==> config.mk <==
export PLATFORM = sky130hd
export DESIGN_NAME = cpu_status_core_control
export DESIGN_NICKNAME = d
export VERILOG_FILES = /design/src/rtl/cpu_status_pkg.sv /design/src/rtl/cpu_status_core_control.sv /design/src/rtl/sticky_bits.sv /design/src/rtl/alu_flag_eval.sv
export SDC_FILE = /design/constraint.sdc
export NUM_CORES = 1
export LEC_CHECK = 0
export BUFFER_PORTS_ARGS = -buffer_cell sky130_fd_sc_hd__buf_4
export CAP_MARGIN = 10
export CORE_MARGIN = 1
export CORE_UTILIZATION = 30
export CTS_CLUSTER_DIAMETER = 40
export DETAILED_ROUTE_END_ITERATION = 7
export PLACE_DENSITY = 0.61
export SKIP_LAST_GASP = 1
export SYNTH_ARGS = -nofsm -noshare
export SYNTH_HDL_FRONTEND = slang
export SYNTH_HIERARCHICAL = 1
export SYNTH_SLANG_ARGS = --single-unit
==> constraint.sdc <==
create_clock -name i_clk -period 4.2 [get_ports i_clk]
set_input_delay 0 -clock i_clk [delete_from_list [all_inputs] [get_ports i_clk]]
set_output_delay 0 -clock i_clk [all_outputs]
set_load 0.02 [all_outputs]
==> src/rtl/cpu_status_pkg.sv <==
// Package: register map, field positions, reset values and carriers
// of the status/core control bank.
// Assumes a 32-bit AXI4-Lite register bus with 8-bit byte addresses.
package cpu_status_pkg;

	// ----------------------------------------------------------------
	// Register byte offsets
	// ----------------------------------------------------------------
	localparam logic [7:0] OFS_FLAGS = 8'h00;
	localparam logic [7:0] OFS_CFG = 8'h04;
	localparam logic [7:0] OFS_INTCTL = 8'h08;
	localparam logic [7:0] OFS_IRQ_STAT = 8'h0c;
	localparam logic [7:0] OFS_IRQ_MASK = 8'h10;
	localparam logic [7:0] OFS_PRIO = 8'h14;

	// ----------------------------------------------------------------
	// cpu_flags_register fields
	// ----------------------------------------------------------------
	localparam int FL_CARRY = 0;
	localparam int FL_ZERO = 1;
	localparam int FL_WRAP = 2;
	localparam int FL_NEG = 3;
	localparam int FL_LOOP = 4;
	localparam int FL_PRIO_LO = 5;
	localparam int FL_EITHER = 10;
	localparam int FL_CLIP_B = 12;
	localparam int FL_CLIP_A = 13;

	// ----------------------------------------------------------------
	// core_config_register fields
	// ----------------------------------------------------------------
	localparam int CF_MUL_INT = 0;
	localparam int CF_ROUND = 1;
	localparam int CF_FRAME = 2;
	localparam int CF_PRIO_MSB = 3;
	localparam int CF_WIDE_CLIP = 4;
	localparam int CF_STORE_CLIP = 5;
	localparam int CF_CLIP_B = 6;
	localparam int CF_CLIP_A = 7;
	localparam int CF_DEPTH = 8;
	localparam int CF_EXIT = 11;
	localparam int CF_SIGN_SEL = 12;
	localparam int CF_VAR = 15;

	// interrupt_control_one field
	localparam int IC_NEST_DIS = 15;

	// ----------------------------------------------------------------
	// Reset values and constants
	// ----------------------------------------------------------------
	localparam logic RST_STORE_CLIP = 1'b1;
	localparam logic [2:0] RST_PRIO_LO = 3'h0;
	localparam logic [2:0] RST_MASK = 3'h0;
	localparam logic [3:0] LEVEL_BLOCK = 4'h7;
	localparam int N_EVENTS = 3;
	localparam int EV_WRAP = 0;
	localparam int EV_CLIP_A = 1;
	localparam int EV_CLIP_B = 2;
	localparam logic [1:0] RESP_OKAY = 2'h0;
	localparam logic [1:0] RESP_SLVERR = 2'h2;

	// ----------------------------------------------------------------
	// Carriers
	// ----------------------------------------------------------------
	typedef struct packed {
		logic valid;
		logic upd_nvc;
		logic upd_z;
		logic z_sticky;
		logic is_sub;
		logic opa_msb;
		logic opb_msb;
		logic carry_out;
		logic [15:0] result;
	} alu_op_s;

	typedef struct packed {
		logic var_latency;
		logic [1:0] mul_sign_select;
		logic acc_a_clip_enable;
		logic acc_b_clip_enable;
		logic store_clip_enable;
		logic wide_clip_select;
		logic round_biased;
		logic mul_integer;
	} dsp_cfg_s;

endpackage

==> src/rtl/cpu_status_core_control.sv <==
// Holds: processor status byte, core control register and their AXI4-Lite slave.
// Assumes: core inputs are synchronous to i_clk; one AXI master.
//
// What this block does
// - Status bits 7:5 hold the 3-bit priority, 111 is level 7, user irqs off.
// - Effective 4-bit level is core control bit 3 above status bits 7:5.
// - With the priority MSB set, level is 8 to 15 and user irqs are blocked.
// - Software cannot write status bits 7:5 while nesting disable is set.
// - Status bit 4 follows the single-instruction loop busy state.
// - Status bit 3 shows whether the last flag-affecting result was negative.
// - Status bit 2 shows signed two's complement overflow of the last result.
// - Sticky zero bit stays set until a zero-affecting op gives non-zero.
// - Status bit 0 shows carry out of the result MSB.
// - Status writes change clip stickies directly or by clearing the combined bit.
// - The early-exit bit always reads back as zero.
// - Core control bit 1 selects biased or convergent rounding.
// - Core control bit 0 selects integer or fractional DSP multiply.
// - Frame active lets frame and stack pointers reach the full 64 KB range.
`timescale 1ns/1ns
module cpu_status_core_control import cpu_status_pkg::*; (
	input wire logic i_clk, // Core clock, 100 MHz
	input wire logic i_srst, // Synchronous reset, active high
	input wire logic i_ce, // Clock enable, freezes all state when low
	input wire logic [7:0] i_awaddr, // AXI write address
	input wire logic i_awvalid, // AXI write address valid
	output logic o_awready, // AXI write address ready
	input wire logic [31:0] i_wdata, // AXI write data
	input wire logic [3:0] i_wstrb, // AXI write strobes
	input wire logic i_wvalid, // AXI write data valid
	output logic o_wready, // AXI write data ready
	output logic [1:0] o_bresp, // AXI write response
	output logic o_bvalid, // AXI write response valid
	input wire logic i_bready, // AXI write response ready
	input wire logic [7:0] i_araddr, // AXI read address
	input wire logic i_arvalid, // AXI read address valid
	output logic o_arready, // AXI read address ready
	output logic [31:0] o_rdata, // AXI read data
	output logic [1:0] o_rresp, // AXI read response
	output logic o_rvalid, // AXI read data valid
	input wire logic i_rready, // AXI read data ready
	input wire alu_op_s i_alu, // ALU flag report
	input wire logic i_single_loop_busy, // Single-instruction loop running
	input wire logic [2:0] i_loop_depth, // Active hardware loop count
	input wire logic i_frame_active, // Stack frame active
	input wire logic i_prio_load, // Core loads priority low bits
	input wire logic [2:0] i_prio_value, // Value for the core load
	input wire logic i_prio_msb_set, // Core sets the priority MSB
	input wire logic i_clip_a, // Accumulator A saturated
	input wire logic i_clip_b, // Accumulator B saturated
	output logic [3:0] o_eff_priority, // Effective priority level
	output logic o_user_irq_block, // User interrupts blocked
	output dsp_cfg_s o_dsp_cfg, // DSP engine options
	output logic o_loop_early_exit, // Pulse: end loop after this pass
	output logic o_frame_full_range, // Pointers ignore data page
	output logic o_irq // Level interrupt
);
	// ----------------------------------------------------------------
	// State
	// ----------------------------------------------------------------
	logic aw_hold_q, aw_hold_d, w_hold_q, w_hold_d, rd_cfg_q, rd_cfg_d, exit_d;
	logic [7:0] awaddr_q, awaddr_d;
	logic [31:0] wdata_q, wdata_d, rdata_d;
	logic [3:0] wstrb_q, wstrb_d, nvzc_q, nvzc_d, nvzc_alu, eff_d;
	logic [1:0] bresp_d, rresp_d;
	logic bvalid_d, rvalid_d, awready_d, wready_d, arready_d, block_d, irq_d;
	logic loop_busy_q, loop_busy_d, frame_q, frame_d, nest_dis_q, nest_dis_d;
	logic clip_a_q, clip_a_d, clip_b_q, clip_b_d, prio_msb_q, prio_msb_d;
	logic [2:0] prio_lo_q, prio_lo_d, depth_q, depth_d, mask_q, mask_d;
	dsp_cfg_s cfg_q, cfg_d;
	logic [N_EVENTS-1:0] ev_set, ev_clr, ev_stat;
	// Access decode
	logic do_wr, do_rd, wr_flags, wr_cfg, wr_ic, wr_stat, wr_mask, wr_ok;
	logic [15:0] wmask, wv, flags_rd, cfg_rd;

	// ----------------------------------------------------------------
	// Flag evaluation and event stickies
	// ----------------------------------------------------------------
	alu_flag_eval u_flags (
		.i_op(i_alu),
		.i_flags(nvzc_q),
		.o_flags(nvzc_alu)
	);

	sticky_bits #(.W(N_EVENTS)) u_events (
		.i_clk(i_clk),
		.i_srst(i_srst),
		.i_ce(i_ce),
		.i_set(ev_set),
		.i_clr(ev_clr),
		.o_q(ev_stat)
	);

	always_comb begin
		ev_set[EV_WRAP] = i_alu.valid && i_alu.upd_nvc && nvzc_alu[2];
		ev_set[EV_CLIP_A] = i_clip_a;
		ev_set[EV_CLIP_B] = i_clip_b;
		ev_clr = wr_stat ? (wv[N_EVENTS-1:0] & wmask[N_EVENTS-1:0]) : '0;
	end

	// ----------------------------------------------------------------
	// Read views
	// ----------------------------------------------------------------
	always_comb begin
		flags_rd = 16'h0000;
		flags_rd[FL_CARRY] = nvzc_q[0];
		flags_rd[FL_ZERO] = nvzc_q[1];
		flags_rd[FL_WRAP] = nvzc_q[2];
		flags_rd[FL_NEG] = nvzc_q[3];
		flags_rd[FL_LOOP] = loop_busy_q;
		flags_rd[FL_PRIO_LO +: 3] = prio_lo_q;
		flags_rd[FL_EITHER] = clip_a_q | clip_b_q;
		flags_rd[FL_CLIP_B] = clip_b_q;
		flags_rd[FL_CLIP_A] = clip_a_q;
		cfg_rd = 16'h0000;
		cfg_rd[CF_MUL_INT] = cfg_q.mul_integer;
		cfg_rd[CF_ROUND] = cfg_q.round_biased;
		cfg_rd[CF_FRAME] = frame_q;
		cfg_rd[CF_PRIO_MSB] = prio_msb_q;
		cfg_rd[CF_WIDE_CLIP] = cfg_q.wide_clip_select;
		cfg_rd[CF_STORE_CLIP] = cfg_q.store_clip_enable;
		cfg_rd[CF_CLIP_B] = cfg_q.acc_b_clip_enable;
		cfg_rd[CF_CLIP_A] = cfg_q.acc_a_clip_enable;
		cfg_rd[CF_DEPTH +: 3] = depth_q;
		cfg_rd[CF_EXIT] = 1'b0;
		cfg_rd[CF_SIGN_SEL +: 2] = cfg_q.mul_sign_select;
		cfg_rd[CF_VAR] = cfg_q.var_latency;
	end

	// ----------------------------------------------------------------
	// Bus slave and register next state
	// ----------------------------------------------------------------
	always_comb begin
		aw_hold_d = aw_hold_q;
		awaddr_d = awaddr_q;
		w_hold_d = w_hold_q;
		wdata_d = wdata_q;
		wstrb_d = wstrb_q;
		bvalid_d = o_bvalid && !i_bready;
		bresp_d = o_bresp;
		rvalid_d = o_rvalid && !i_rready;
		rresp_d = o_rresp;
		rdata_d = o_rdata;
		rd_cfg_d = rd_cfg_q;
		if (o_awready && i_awvalid) begin
			aw_hold_d = 1'b1;
			awaddr_d = i_awaddr;
		end
		if (o_wready && i_wvalid) begin
			w_hold_d = 1'b1;
			wdata_d = i_wdata;
			wstrb_d = i_wstrb;
		end
		do_wr = aw_hold_q && w_hold_q && !o_bvalid;
		wmask = {{8{wstrb_q[1]}}, {8{wstrb_q[0]}}};
		wv = wdata_q[15:0];
		wr_flags = do_wr && (awaddr_q == OFS_FLAGS);
		wr_cfg = do_wr && (awaddr_q == OFS_CFG);
		wr_ic = do_wr && (awaddr_q == OFS_INTCTL);
		wr_stat = do_wr && (awaddr_q == OFS_IRQ_STAT);
		wr_mask = do_wr && (awaddr_q == OFS_IRQ_MASK);
		wr_ok = wr_flags || wr_cfg || wr_ic || wr_stat || wr_mask || (awaddr_q == OFS_PRIO);
		if (do_wr) begin
			aw_hold_d = 1'b0;
			w_hold_d = 1'b0;
			bvalid_d = 1'b1;
			bresp_d = wr_ok ? RESP_OKAY : RESP_SLVERR;
		end
		do_rd = o_arready && i_arvalid;
		if (do_rd) begin
			rvalid_d = 1'b1;
			rresp_d = RESP_OKAY;
			rd_cfg_d = (i_araddr == OFS_CFG);
			case (i_araddr)
				OFS_FLAGS: rdata_d = {16'h0000, flags_rd};
				OFS_CFG: rdata_d = {16'h0000, cfg_rd};
				OFS_INTCTL: rdata_d = {16'h0000, nest_dis_q, 15'h0000};
				OFS_IRQ_STAT: rdata_d = {29'h0000000, ev_stat};
				OFS_IRQ_MASK: rdata_d = {29'h0000000, mask_q};
				OFS_PRIO: rdata_d = {27'h0000000, o_user_irq_block, o_eff_priority};
				default: begin
					rdata_d = 32'h00000000;
					rresp_d = RESP_SLVERR;
				end
			endcase
		end
		awready_d = !aw_hold_d && !bvalid_d;
		wready_d = !w_hold_d && !bvalid_d;
		arready_d = !rvalid_d;
		// Priority low bits: core load first, then software unless locked
		prio_lo_d = prio_lo_q;
		if (i_prio_load) begin
			prio_lo_d = i_prio_value;
		end else if (wr_flags && wmask[0] && !nest_dis_q) begin
			prio_lo_d = wv[FL_PRIO_LO +: 3];
		end
		loop_busy_d = i_single_loop_busy;
		// Software write, overruled by an ALU report in the same cycle
		nvzc_d = nvzc_q;
		if (wr_flags && wmask[0]) begin
			nvzc_d = {wv[FL_NEG], wv[FL_WRAP], wv[FL_ZERO], wv[FL_CARRY]};
		end
		if (i_alu.valid) begin
			nvzc_d = nvzc_alu;
		end
		// Clip stickies: direct write, or clear via the combined bit
		clip_a_d = clip_a_q;
		clip_b_d = clip_b_q;
		if (wr_flags && wmask[8]) begin
			if ((clip_a_q | clip_b_q) && !wv[FL_EITHER]) begin
				clip_a_d = 1'b0;
				clip_b_d = 1'b0;
			end else begin
				clip_a_d = wv[FL_CLIP_A];
				clip_b_d = wv[FL_CLIP_B];
			end
		end
		clip_a_d = clip_a_d | i_clip_a;
		clip_b_d = clip_b_d | i_clip_b;
		// Priority MSB: software may only clear, core set wins
		prio_msb_d = prio_msb_q;
		if (wr_cfg && wmask[0] && !wv[CF_PRIO_MSB]) begin
			prio_msb_d = 1'b0;
		end
		prio_msb_d = prio_msb_d | i_prio_msb_set;
		cfg_d = cfg_q;
		exit_d = 1'b0;
		if (wr_cfg && wmask[0]) begin
			cfg_d.mul_integer = wv[CF_MUL_INT];
			cfg_d.round_biased = wv[CF_ROUND];
			cfg_d.wide_clip_select = wv[CF_WIDE_CLIP];
			cfg_d.store_clip_enable = wv[CF_STORE_CLIP];
			cfg_d.acc_b_clip_enable = wv[CF_CLIP_B];
			cfg_d.acc_a_clip_enable = wv[CF_CLIP_A];
		end
		if (wr_cfg && wmask[8]) begin
			cfg_d.mul_sign_select = wv[CF_SIGN_SEL +: 2];
			cfg_d.var_latency = wv[CF_VAR];
			exit_d = wv[CF_EXIT];
		end
		depth_d = i_loop_depth;
		frame_d = i_frame_active;
		nest_dis_d = nest_dis_q;
		if (wr_ic && wmask[8]) begin
			nest_dis_d = wv[IC_NEST_DIS];
		end
		mask_d = mask_q;
		if (wr_mask && wmask[0]) begin
			mask_d = wv[N_EVENTS-1:0];
		end
		eff_d = {prio_msb_d, prio_lo_d};
		block_d = (eff_d >= LEVEL_BLOCK);
		irq_d = |((ev_stat & ~ev_clr | ev_set) & mask_d);
	end

	always_ff @(posedge i_clk) begin
		if (i_srst) begin
			aw_hold_q <= 1'b0;
			w_hold_q <= 1'b0;
			awaddr_q <= 8'h00;
			wdata_q <= 32'h00000000;
			wstrb_q <= 4'h0;
			o_awready <= 1'b0;
			o_wready <= 1'b0;
			o_arready <= 1'b0;
			o_bvalid <= 1'b0;
			o_bresp <= RESP_OKAY;
			o_rvalid <= 1'b0;
			o_rresp <= RESP_OKAY;
			o_rdata <= 32'h00000000;
			rd_cfg_q <= 1'b0;
			prio_lo_q <= RST_PRIO_LO;
			loop_busy_q <= 1'b0;
			nvzc_q <= 4'h0;
			clip_a_q <= 1'b0;
			clip_b_q <= 1'b0;
			prio_msb_q <= 1'b0;
			cfg_q <= '{store_clip_enable: RST_STORE_CLIP, default: '0};
			depth_q <= 3'h0;
			frame_q <= 1'b0;
			nest_dis_q <= 1'b0;
			mask_q <= RST_MASK;
			o_eff_priority <= 4'h0;
			o_user_irq_block <= 1'b0;
			o_dsp_cfg <= '{store_clip_enable: RST_STORE_CLIP, default: '0};
			o_loop_early_exit <= 1'b0;
			o_frame_full_range <= 1'b0;
			o_irq <= 1'b0;
		end else if (i_ce) begin
			aw_hold_q <= aw_hold_d;
			w_hold_q <= w_hold_d;
			awaddr_q <= awaddr_d;
			wdata_q <= wdata_d;
			wstrb_q <= wstrb_d;
			o_awready <= awready_d;
			o_wready <= wready_d;
			o_arready <= arready_d;
			o_bvalid <= bvalid_d;
			o_bresp <= bresp_d;
			o_rvalid <= rvalid_d;
			o_rresp <= rresp_d;
			o_rdata <= rdata_d;
			rd_cfg_q <= rd_cfg_d;
			prio_lo_q <= prio_lo_d;
			loop_busy_q <= loop_busy_d;
			nvzc_q <= nvzc_d;
			clip_a_q <= clip_a_d;
			clip_b_q <= clip_b_d;
			prio_msb_q <= prio_msb_d;
			cfg_q <= cfg_d;
			depth_q <= depth_d;
			frame_q <= frame_d;
			nest_dis_q <= nest_dis_d;
			mask_q <= mask_d;
			o_eff_priority <= eff_d;
			o_user_irq_block <= block_d;
			o_dsp_cfg <= cfg_d;
			o_loop_early_exit <= exit_d;
			o_frame_full_range <= frame_d;
			o_irq <= irq_d;
		end
	end
endmodule

==> src/rtl/sticky_bits.sv <==
// Holds: a row of sticky event bits, set by hardware, cleared by software.
// Assumes: set and clear are single-cycle strobes on i_clk.
`timescale 1ns/1ns
module sticky_bits #(
	parameter int W = 1
) (
	input wire logic i_clk, // Core clock
	input wire logic i_srst, // Synchronous reset
	input wire logic i_ce, // Clock enable
	input wire logic [W-1:0] i_set, // Event strobes
	input wire logic [W-1:0] i_clr, // Clear strobes
	output logic [W-1:0] o_q // Sticky bits
);
	logic [W-1:0] q_d;

	// Set beats clear in the same cycle
	always_comb begin
		q_d = (o_q & ~i_clr) | i_set;
	end

	always_ff @(posedge i_clk) begin
		if (i_srst) begin
			o_q <= '0;
		end else if (i_ce) begin
			o_q <= q_d;
		end
	end
endmodule

==> src/rtl/alu_flag_eval.sv <==
// Holds: next values of the negative, signed wrap, zero and carry flags.
// Assumes: the datapath presents one flag-affecting result per cycle.
`timescale 1ns/1ns
module alu_flag_eval import cpu_status_pkg::*; (
	input wire alu_op_s i_op, // ALU result report
	input wire logic [3:0] i_flags, // Current {n, ov, z, c}
	output logic [3:0] o_flags // Next {n, ov, z, c}
);
	logic res_msb;
	logic res_zero;
	logic wrap;

	always_comb begin
		res_msb = i_op.result[15];
		res_zero = (i_op.result == 16'h0000);
		// Sign flips wrongly when operand signs allow no such change
		if (i_op.is_sub) begin
			wrap = (i_op.opa_msb != i_op.opb_msb) && (res_msb != i_op.opa_msb);
		end else begin
			wrap = (i_op.opa_msb == i_op.opb_msb) && (res_msb != i_op.opa_msb);
		end
		o_flags = i_flags;
		if (i_op.valid && i_op.upd_nvc) begin
			o_flags[3] = res_msb;
			o_flags[2] = wrap;
			o_flags[0] = i_op.carry_out;
		end
		if (i_op.valid && i_op.upd_z) begin
			// Sticky form only ever clears on a non-zero result
			o_flags[1] = i_op.z_sticky ? (i_flags[1] & res_zero) : res_zero;
		end
	end
endmodule

==> summary.txt, run 1 <==
Cells and area
  • Post-route cell area: 5335 um^2
  • Layout cells sized above 1: 0.2479
  • Number of antenna diodes: 0
  • Area growth, synth to finish: 39.90%
  • # fillers: 1248
  • Nets: 678
  • Most frequent cells in the layout: buf_4, dfxtp_1, nand2_1
  • Most common cell after layout, fill and taps aside: buf_4

Clock network
  • Skew-Pair Late Insertion Delay: 0.33 ns
  • CTS clk-pin slew, worst paths: 0.06 ns
  • Clock buffer count from CTS: 9
  • H-tree depth: 3
  • Root Driver: clkbuf_16
  • Postcts setup bufs: 0
  • CTS tree: done
  • Clk sink count: 80
  • Max clock buf depth: 2

Setup path
  • RR Startpoint: o_arready
  • Slowest-stage cell, CP: nor3_1
  • Worst Path Max Fanout: 21
  • CP Cell Sequence: nand3_1 > buf_4 > or3_1 > nor3_1 > o21ai_0 > a31oi_1
  • Setup crit start: o_arready
  • CP arrival: 2.52 ns
  • CP max stage delay: 0.67 ns
  • Type of the worst setup path: register to register
  • Critical path's top delay family: simple AND/OR/NAND/NOR gates
  • Crit end category: register
  • Number of buffers and inverters on the critical path: 1
  • CP startpoint kind: register
  • WP data required: 4.45 ns

Synthesis
  • Ys flop type: dfxtp_1
  • Seq/Total Area, Yosys: 0.4199
  • Cell variety after synth: 56
  • Post-Syn Area: 3814 um^2
  • Area share of the leading cell type in the synthesized netlist: 0.4199
  • Yosys warns: 6
  • Synthesized flop and latch total: 80
  • Post-synth EDFFs: 0
  • Largest area contributor in the netlist: dfxtp_1
  • Mapped Cells: 453
  • Average cell area after synthesis: 8.419 um^2
  • Share of synthesized flip-flops with an asynchronous set or reset: 0
  • Top cells by area, synth: dfxtp_1, nand2_1, a21oi_1, mux2i_1, buf_4

Timing
  • Maximum clock rate: 0.4391 GHz
  • RSZ-0062 raised after global routing: false
  • Slew Limit Fails: 0
  • Fin Hold WS: 0.01322 ns
  • Setup TNS: 0 ns
  • Setup skew after layout: 0.005355 ns
  • Tcrit/Tclk final: 0.5423
  • Fin crit period: 2.278 ns
  • Slew margin rel.: 0.3656
  • Setup violators final: 0
  • Least-Margin Pin Slew: 0.9491 ns
  • Final hold vios: 0

Global route
  • Total track usage: 0.1696
  • Grt ovf: 0
  • Number of global-route vias before repair: 3527
  • First-pass GRT wire length: 17.36 mm
  • Antenna violations before repair: 0
  • Largest net degree at the start of global routing: 81

Floorplanning
  • Core area: 12210 um^2
  • Die width: 114.8 um
  • Chip height: 114.8 um
  • Initial core utilization: 0.3123
  • I/O pins: 154
  • Die footprint: 13170 um^2
  • Standard-cell row count: 40

Placement
  • I/O Buffers: 112
  • Placed inst area: 4662 um^2
  • HPWL after DPL: 7.907 mm
  • GP Congestion: 0.7686

Run
  • Max cap viols: 0

Detailed routing
  • Via count: 3723
  • First DRT Iteration DRCs: 189
  • Drt total wl: 11.05 mm
  • Wirelength per Cell: 14.67 um
  • Via density: 4.944
  • Residual DRC: 0
  • First-pass DRT Iterations: 4
  • Antenna-violating nets left: 0

Worst hold path
  • Worst Hold Class: input pin to register
  • Hold Path Origin: i_araddr[3]

Run status
  • Status: finished clean

Power and ir drop
  • Pwr Density: 361.7 nW/um^2
  • Worst VDD drop: 0.1497 mV
  • P_leak: 0.002181 uW
  • Total power: 1930 uW
-- per-layer routing --
| layer | share of wire | wire length, um | global-route usage |
|---|---|---|---|
| met1 | 0.45 | 4940 | 0.2102 |
| met2 | 0.49 | 5382 | 0.2954 |
| met3 | 0.056 | 622 | 0.03690 |
| met4 | 0.0092 | 102 | 0.04935 |
| met5 | 0 | 0 | 0 |
-- registers in the layout, summed over array words and instances, names as in the netlist, 2 cells and up --
name	flops
nvzc_q	4
wdata_q	13
mask_q	3
u_events/o_q	3
wstrb_q	2
awaddr_q	8
cfg_q	9
depth_q	3
o_eff_priority	4
o_rdata	14
-- cells in the mapped netlist (all sizes together) (2+ instances only) --
master,instances
o21ai,10
clkbuf,16
or2b,2
nor4,8
a211oi,6
nor3,6
nand4,4
nor2b,4
o22ai,4
nand2,75
and4b,2
a41oi,2
dfxtp,80
nand2b,2
a21oi,47
a21bo,3
a22oi,20
o21a,2
nand3,7
and3,7
a221oi,2
a31oi,8
mux2i,22
nor2,45
buf,30
inv,9
o211ai,2
or4,3
mux2,10
-- logic make-up after synthesis --
group,synth area share
xor gates and xnor gates,0.002297
AOI/OAI and AO/OA,0.1857
muxes,0.08825
and+or+nand+nor,0.2201
other,0.0009833
buffers and inverters,0.08268
DFF,0.4199
-- layout make-up --
| cell class | count | area (um^2) | area share |
|---|---|---|---|
| inverter | 9 | 33.78 | 0.006332 |
| clock buffer | 11 | 252.7 | 0.04737 |
| sequential | 80 | 1602 | 0.3002 |
| multi-input combinational | 336 | 1968 | 0.3689 |
| tap | 168 | 210.2 | 0.03940 |
| timing repair buffer | 146 | 1179 | 0.2209 |
| clock inverter | 3 | 90.09 | 0.01689 |
-- path summary, 6_finish.rpt --
kind / end / slack (ns) / depth (start not counted)
worst min register to register: o_rdata[5] / 0.45 / 2
worst max register to register: o_rdata[10] / 1.92 / 6
worst min-delay path: o_rresp[1] / 0.01 / 3
worst max-delay path: o_rdata[10] / 1.92 / 6
-- power by group --
group / switching, uW / internal, uW / leakage (uW) / total [uW]
clock network: 294 / 606 / 0.000168 / 901
logic: 115 / 112 / 0.00136 / 227
registers: 21.6 / 780 / 0.000650 / 802
total: 431 / 1500 / 0.00218 / 1930
-- per-stage QoR --
step                      std cells  utilization  worst slack, ns
after global placement          706       0.3818            1.963
after global routing            753       0.4369            1.776
after detailed placement        706       0.3818            1.913
final                           753       0.4369            1.922
after CTS                       753       0.4369            1.978
after floorplan                 472            -            2.275
-- timing repair --
item	in CTS	in global routing
hold buffers	33	0
endpoints found under the hold margin	33	0
resized for setup	0	0
-- worst min-delay path, cell delays in order --
cell	delay [ns]
buf_4	0.15
nand2_1	0.07
a221oi_1	0.06
Power figures use the tool's default switching activity.
==> run 2: changes to the inputs <==
==> constraint.sdc (replaced) <==
create_clock -name i_clk -period 2.2 [get_ports i_clk]
set_input_delay 0 -clock i_clk [delete_from_list [all_inputs] [get_ports i_clk]]
set_output_delay 0 -clock i_clk [all_outputs]
set_load 0.02 [all_outputs]
==> summary.txt, run 2 (same netlist as run 1, synthesis figures left out) <==
Cells and area
  • Most common cell after layout, fill and taps aside: buf_4
  • Regs by FF count: o_rdata x14, wdata_q x13, cfg_q x9
  • Biggest register: o_rdata
  • # fillers: 1199
  • Final non-filler cell total: 768
  • Fin util: 0.4407
  • Layout cells sized above 1: 0.2633
  • Max reg flops: 14
  • Nets: 691
  • Number of antenna diodes: 0
  • Area growth, synth to finish: 41.11%
  • Most frequent cells in the layout: buf_4, dfxtp_1, nand2_1

Setup path
  • CP max stage delay: 0.59 ns
  • Number of buffers and inverters on the critical path: 0
  • RR Startpoint: awaddr_q[4]
  • Crit end category: register
  • CP arrival: 2.29 ns
  • CP Depth: 5
  • Critical path's top delay family: simple AND/OR/NAND/NOR gates
  • CP Cell Sequence: or4_4 > nor4_4 > mux2_2 > o21ai_1 > o32ai_2
  • Worst Path Max Fanout: 5
  • Slowest-stage cell, CP: or4_4
  • Type of the worst setup path: register to register
  • Setup crit start: awaddr_q[4]
  • WP data required: 2.41 ns
  • R2R depth: 5
  • CP startpoint kind: register

Floorplanning
  • Die footprint: 13170 um^2
  • Die width: 114.8 um
  • Core area: 12210 um^2
  • Initial core utilization: 0.3123
  • Chip height: 114.8 um
  • I/O pins: 154
  • Standard-cell row count: 40

Placement
  • GP Congestion: 0.8036
  • Dpl cells: 718
  • I/O Buffers: 112
  • Pre-CTS setup slack: 0.1280 ns
  • HPWL after DPL: 8.147 mm

Clock network
  • Max clock buf depth: 2
  • Root Driver: clkbuf_16
  • Postcts setup bufs: 0
  • CTS clk-pin slew, worst paths: 0.06 ns
  • Clock buffer count from CTS: 9
  • Clk sink count: 80
  • H-tree depth: 3
  • CTS tree: done
  • Skew-Pair Late Insertion Delay: 0.34 ns

Timing
  • Fin crit period: 2.089 ns
  • Final hold vios: 0
  • Slew Limit Fails: 0
  • Setup violators final: 0
  • Setup TNS: 0 ns
  • Maximum clock rate: 0.4786 GHz
  • Setup skew after layout: 0.007807 ns
  • RSZ-0062 raised after global routing: false
  • Post-route worst setup slack: 0.1105 ns
  • Tcrit/Tclk final: 0.9498

Detailed routing
  • Residual DRC: 0
  • Via count: 3671
  • Wirelength per Cell: 14.33 um
  • Via density: 4.780
  • First-pass DRT Iterations: 4
  • First DRT Iteration DRCs: 146
  • Antenna-violating nets left: 0
  • Drt total wl: 11.00 mm

Worst hold path
  • Hold Path Origin: i_wvalid
  • Hold depth: 4
  • Worst Hold Class: input pin to register

Power and ir drop
  • Pwr Density: 637.8 nW/um^2
  • Total power: 3432 uW
  • Worst VDD drop: 0.4784 mV
  • P_leak: 0.002214 uW

Global route
  • Grt ovf: 0
  • Total track usage: 0.1753
  • Antenna violations before repair: 0
  • Number of global-route vias before repair: 3536
  • Largest net degree at the start of global routing: 47
  • First-pass GRT wire length: 17.65 mm

Run
  • Max cap viols: 0

Run status
  • Status: finished clean
-- run 2: power breakdown --
part           switching, uW  leakage [uW]  total, uW  internal (uW)
clock                    584      0.000138       1460            872
combinational            221       0.00143        446            225
sequential              41.4      0.000650       1530           1490
total                    846       0.00221       3430           2590
-- run 2: repair_timing --
action,4_1_cts,5_1_grt
endpoints found under the hold margin,33,0
resized for setup,0,0
hold buffers,34,0
-- run 2: per-stage QoR --
stage,area (um^2),hold slack [ns]
6_report,5381,0.02068
5_1_grt,5381,0.02717
4_1_cts,5381,0.005920
3_5_place_dp,4752,0.2495
3_3_place_gp,4752,0.2381
2_1_floorplan,3885,0.06907
-- run 2: tightest hold or removal path, stage by stage --
cell and delay [ns]:
buf_4 0.09, a211oi_1 0.06, a21oi_1 0.11, nor2_1 0.04
-- run 2: cell type report --
type | instances | area [um^2] | share of cell area
multi-input combinational | 336 | 1968 | 0.3657
sequential | 80 | 1602 | 0.2976
timing repair buffer | 159 | 1279 | 0.2376
clock buffer | 10 | 229.0 | 0.04255
tap | 168 | 210.2 | 0.03906
clock inverter | 6 | 60.06 | 0.01116
inverter | 9 | 33.78 | 0.006278
-- run 2: path summary, 6_finish.rpt --
kind | slack, ns | endpoint
worst max-delay path | 0.11 | o_user_irq_block
worst min-delay path | 0.02 | o_wready
worst max register to register | 0.11 | o_user_irq_block
worst min register to register | 0.46 | wdata_q[10]
-- run 2: per-layer routing --
metal / track usage / share of wire / vias to the layer above
li1: - / - / 1850
met1: 0.2158 / 0.44 / 1699
met2: 0.3079 / 0.49 / 112
met3: 0.04006 / 0.053 / 10
met4: 0.04675 / 0.011 / 0
met5: 0 / 0 / -
==> run 3: changes to the inputs <==
--- a/config.mk
+++ b/config.mk
@@ -11,7 +11,7 @@
 export CORE_UTILIZATION = 30
 export CTS_CLUSTER_DIAMETER = 40
 export DETAILED_ROUTE_END_ITERATION = 7
-export PLACE_DENSITY = 0.61
+export PLACE_DENSITY = 0.6
 export SKIP_LAST_GASP = 1
 export SYNTH_ARGS = -nofsm -noshare
 export SYNTH_HDL_FRONTEND = slang
==> summary.txt, run 3 (same netlist as run 1, synthesis figures left out) <==
Worst hold path
  • Hold Path Sink: o_rvalid
  • Hold depth: 4
  • Worst Hold Class: input pin to register
  • Hold Path Origin: i_rready

Setup path
  • Worst flop-to-flop path endpoint: o_eff_priority[1]
  • Worst Path Max Fanout: 5
  • CP Cell Sequence: or4_4 > nor4_4 > mux2_2 > o211ai_1 > a21oi_1
  • Slowest-stage cell, CP: or4_4
  • CP max stage delay: 0.59 ns
  • R2R depth: 5
  • CP startpoint kind: register
  • RR Startpoint: awaddr_q[4]
  • Crit end category: register
  • WP data required: 2.38 ns
  • R2R setup slack: 0.13 ns
  • Type of the worst setup path: register to register
  • Setup crit start: awaddr_q[4]
  • CP arrival: 2.25 ns

Floorplanning
  • Chip height: 114.8 um
  • I/O pins: 154
  • Initial core utilization: 0.3123
  • Standard-cell row count: 40
  • Core area: 12210 um^2
  • Die footprint: 13170 um^2
  • Die width: 114.8 um

Global route
  • Largest net degree at the start of global routing: 64
  • Number of global-route vias before repair: 3522
  • Antenna violations before repair: 0
  • Grt ovf: 0
  • First-pass GRT wire length: 16.91 mm
  • Total track usage: 0.1670

Detailed routing
  • Wl on met1: 4.926 mm
  • Drt total wl: 11.02 mm
  • Antenna-violating nets left: 0
  • Top Layer Used: met4
  • Met2 WL: 5.471 mm
  • First-pass DRT Iterations: 4
  • Residual DRC: 0
  • Via density: 4.818
  • Routed met3 length: 574 um
  • Via count: 3686
  • First DRT Iteration DRCs: 221
  • Wirelength per Cell: 14.40 um

Clock network
  • CTS clk-pin slew, worst paths: 0.06 ns
  • Skew-Pair Late Insertion Delay: 0.33 ns
  • Max clock buf depth: 2
  • CTS tree: done
  • H-tree depth: 3
  • Clk sink count: 80
  • Root Driver: clkbuf_16
  • Clock buffer count from CTS: 9
  • Post_cts resized: 0

Run
  • Max cap viols: 0

Timing
  • Slew margin rel.: 0.5353
  • Maximum clock rate: 0.4836 GHz
  • Slew Limit Fails: 0
  • Setup TNS: 0 ns
  • Fin crit period: 2.068 ns
  • Least-Margin Pin Slew: 0.6971 ns
  • Setup violators final: 0
  • RSZ-0062 raised after global routing: false
  • Tcrit/Tclk final: 0.9399
  • Final hold vios: 0
  • Setup skew after layout: 0.006675 ns
  • Fin Hold WS: 0.03502 ns
  • Post-route worst setup slack: 0.1321 ns

Cells and area
  • Area growth, synth to finish: 41.96%
  • Most common cell after layout, fill and taps aside: buf_4
  • Fin util: 0.4433
  • Most frequent cells in the layout: buf_4, dfxtp_1, nand2_1
  • Biggest register: o_rdata
  • Regs by FF count: o_rdata x14, wdata_q x13, cfg_q x9
  • Nets: 689
  • Max reg flops: 14
  • Layout cells sized above 1: 0.2580
  • Number of antenna diodes: 0

Power and ir drop
  • Worst VDD drop: 0.5348 mV
  • Pwr Density: 677.7 nW/um^2
  • P_leak: 0.002229 uW

Placement
  • GP Congestion: 0.7991
  • Pre-CTS setup slack: 0.1387 ns
  • HPWL after DPL: 8.042 mm
  • I/O Buffers: 112

Run status
  • Status: finished clean
## run 3: changes by cell type in the layout (fill, tap and decap cells not counted), sizes merged
cell,previous run,this run
buf,125,123
bufinv,1,3
clkbuf,10,12
clkinv,3,0
clkinvlp,2,0
## run 3: timing repair
item                                   CTS  global route
endpoints found under the hold margin   33             0
hold buffers                            34             0
setup buffers                            0             0
setup endpoints to repair                0             0
## run 3: power by group
part,total [uW],internal (uW),switching (uW),leakage [uW]
registers,1530,1490,40.9,0.000650
clock network,1690,1130,559,0.000163
logic,446,223,223,0.00142
## run 3: layout make-up
class | count | area [um^2]
tap | 168 | 210.2
timing repair buffer | 157 | 1264
clock inverter | 3 | 90.09
multi-input combinational | 336 | 1968
clock buffer | 12 | 246.5
fill | 1209 | 6798
sequential | 80 | 1602
inverter | 9 | 33.78
## run 3: worst max-delay path, delay by kind of cell (launching register included)
family,cells,cell delay (ns)
AOI/OAI and AO/OA,2,0.27
and+or+nand+nor,2,0.93
muxes,1,0.39
DFF,1,0.33
## run 3: worst max-delay path by stage
| stage | end | cells after the start |
|---|---|---|
| CTS | o_eff_priority[1] | 5 |
| finish | o_eff_priority[1] | 5 |
| global route | o_user_irq_block | 5 |
| detailed placement | o_eff_priority[1] | 5 |
| global placement | o_user_irq_block | 5 |
| floorplan | o_user_irq_block | 5 |
## run 3: layer usage
metal	vias to the layer above	track usage
met5	-	0
met4	0	0.03377
li1	1840	-
met3	4	0.03795
met2	124	0.3046
met1	1718	0.2004
## run 3: through the flow
step / area [um^2] / total power (uW) / instances
2_1_floorplan: 3885 / 1796 / 472
3_3_place_gp: 4737 / 1952 / 716
3_5_place_dp: 4737 / 1961 / 716
4_1_cts: 5414 / 3703 / 765
5_1_grt: 5414 / 3800 / 765
6_report: 5414 / 3669 / 765
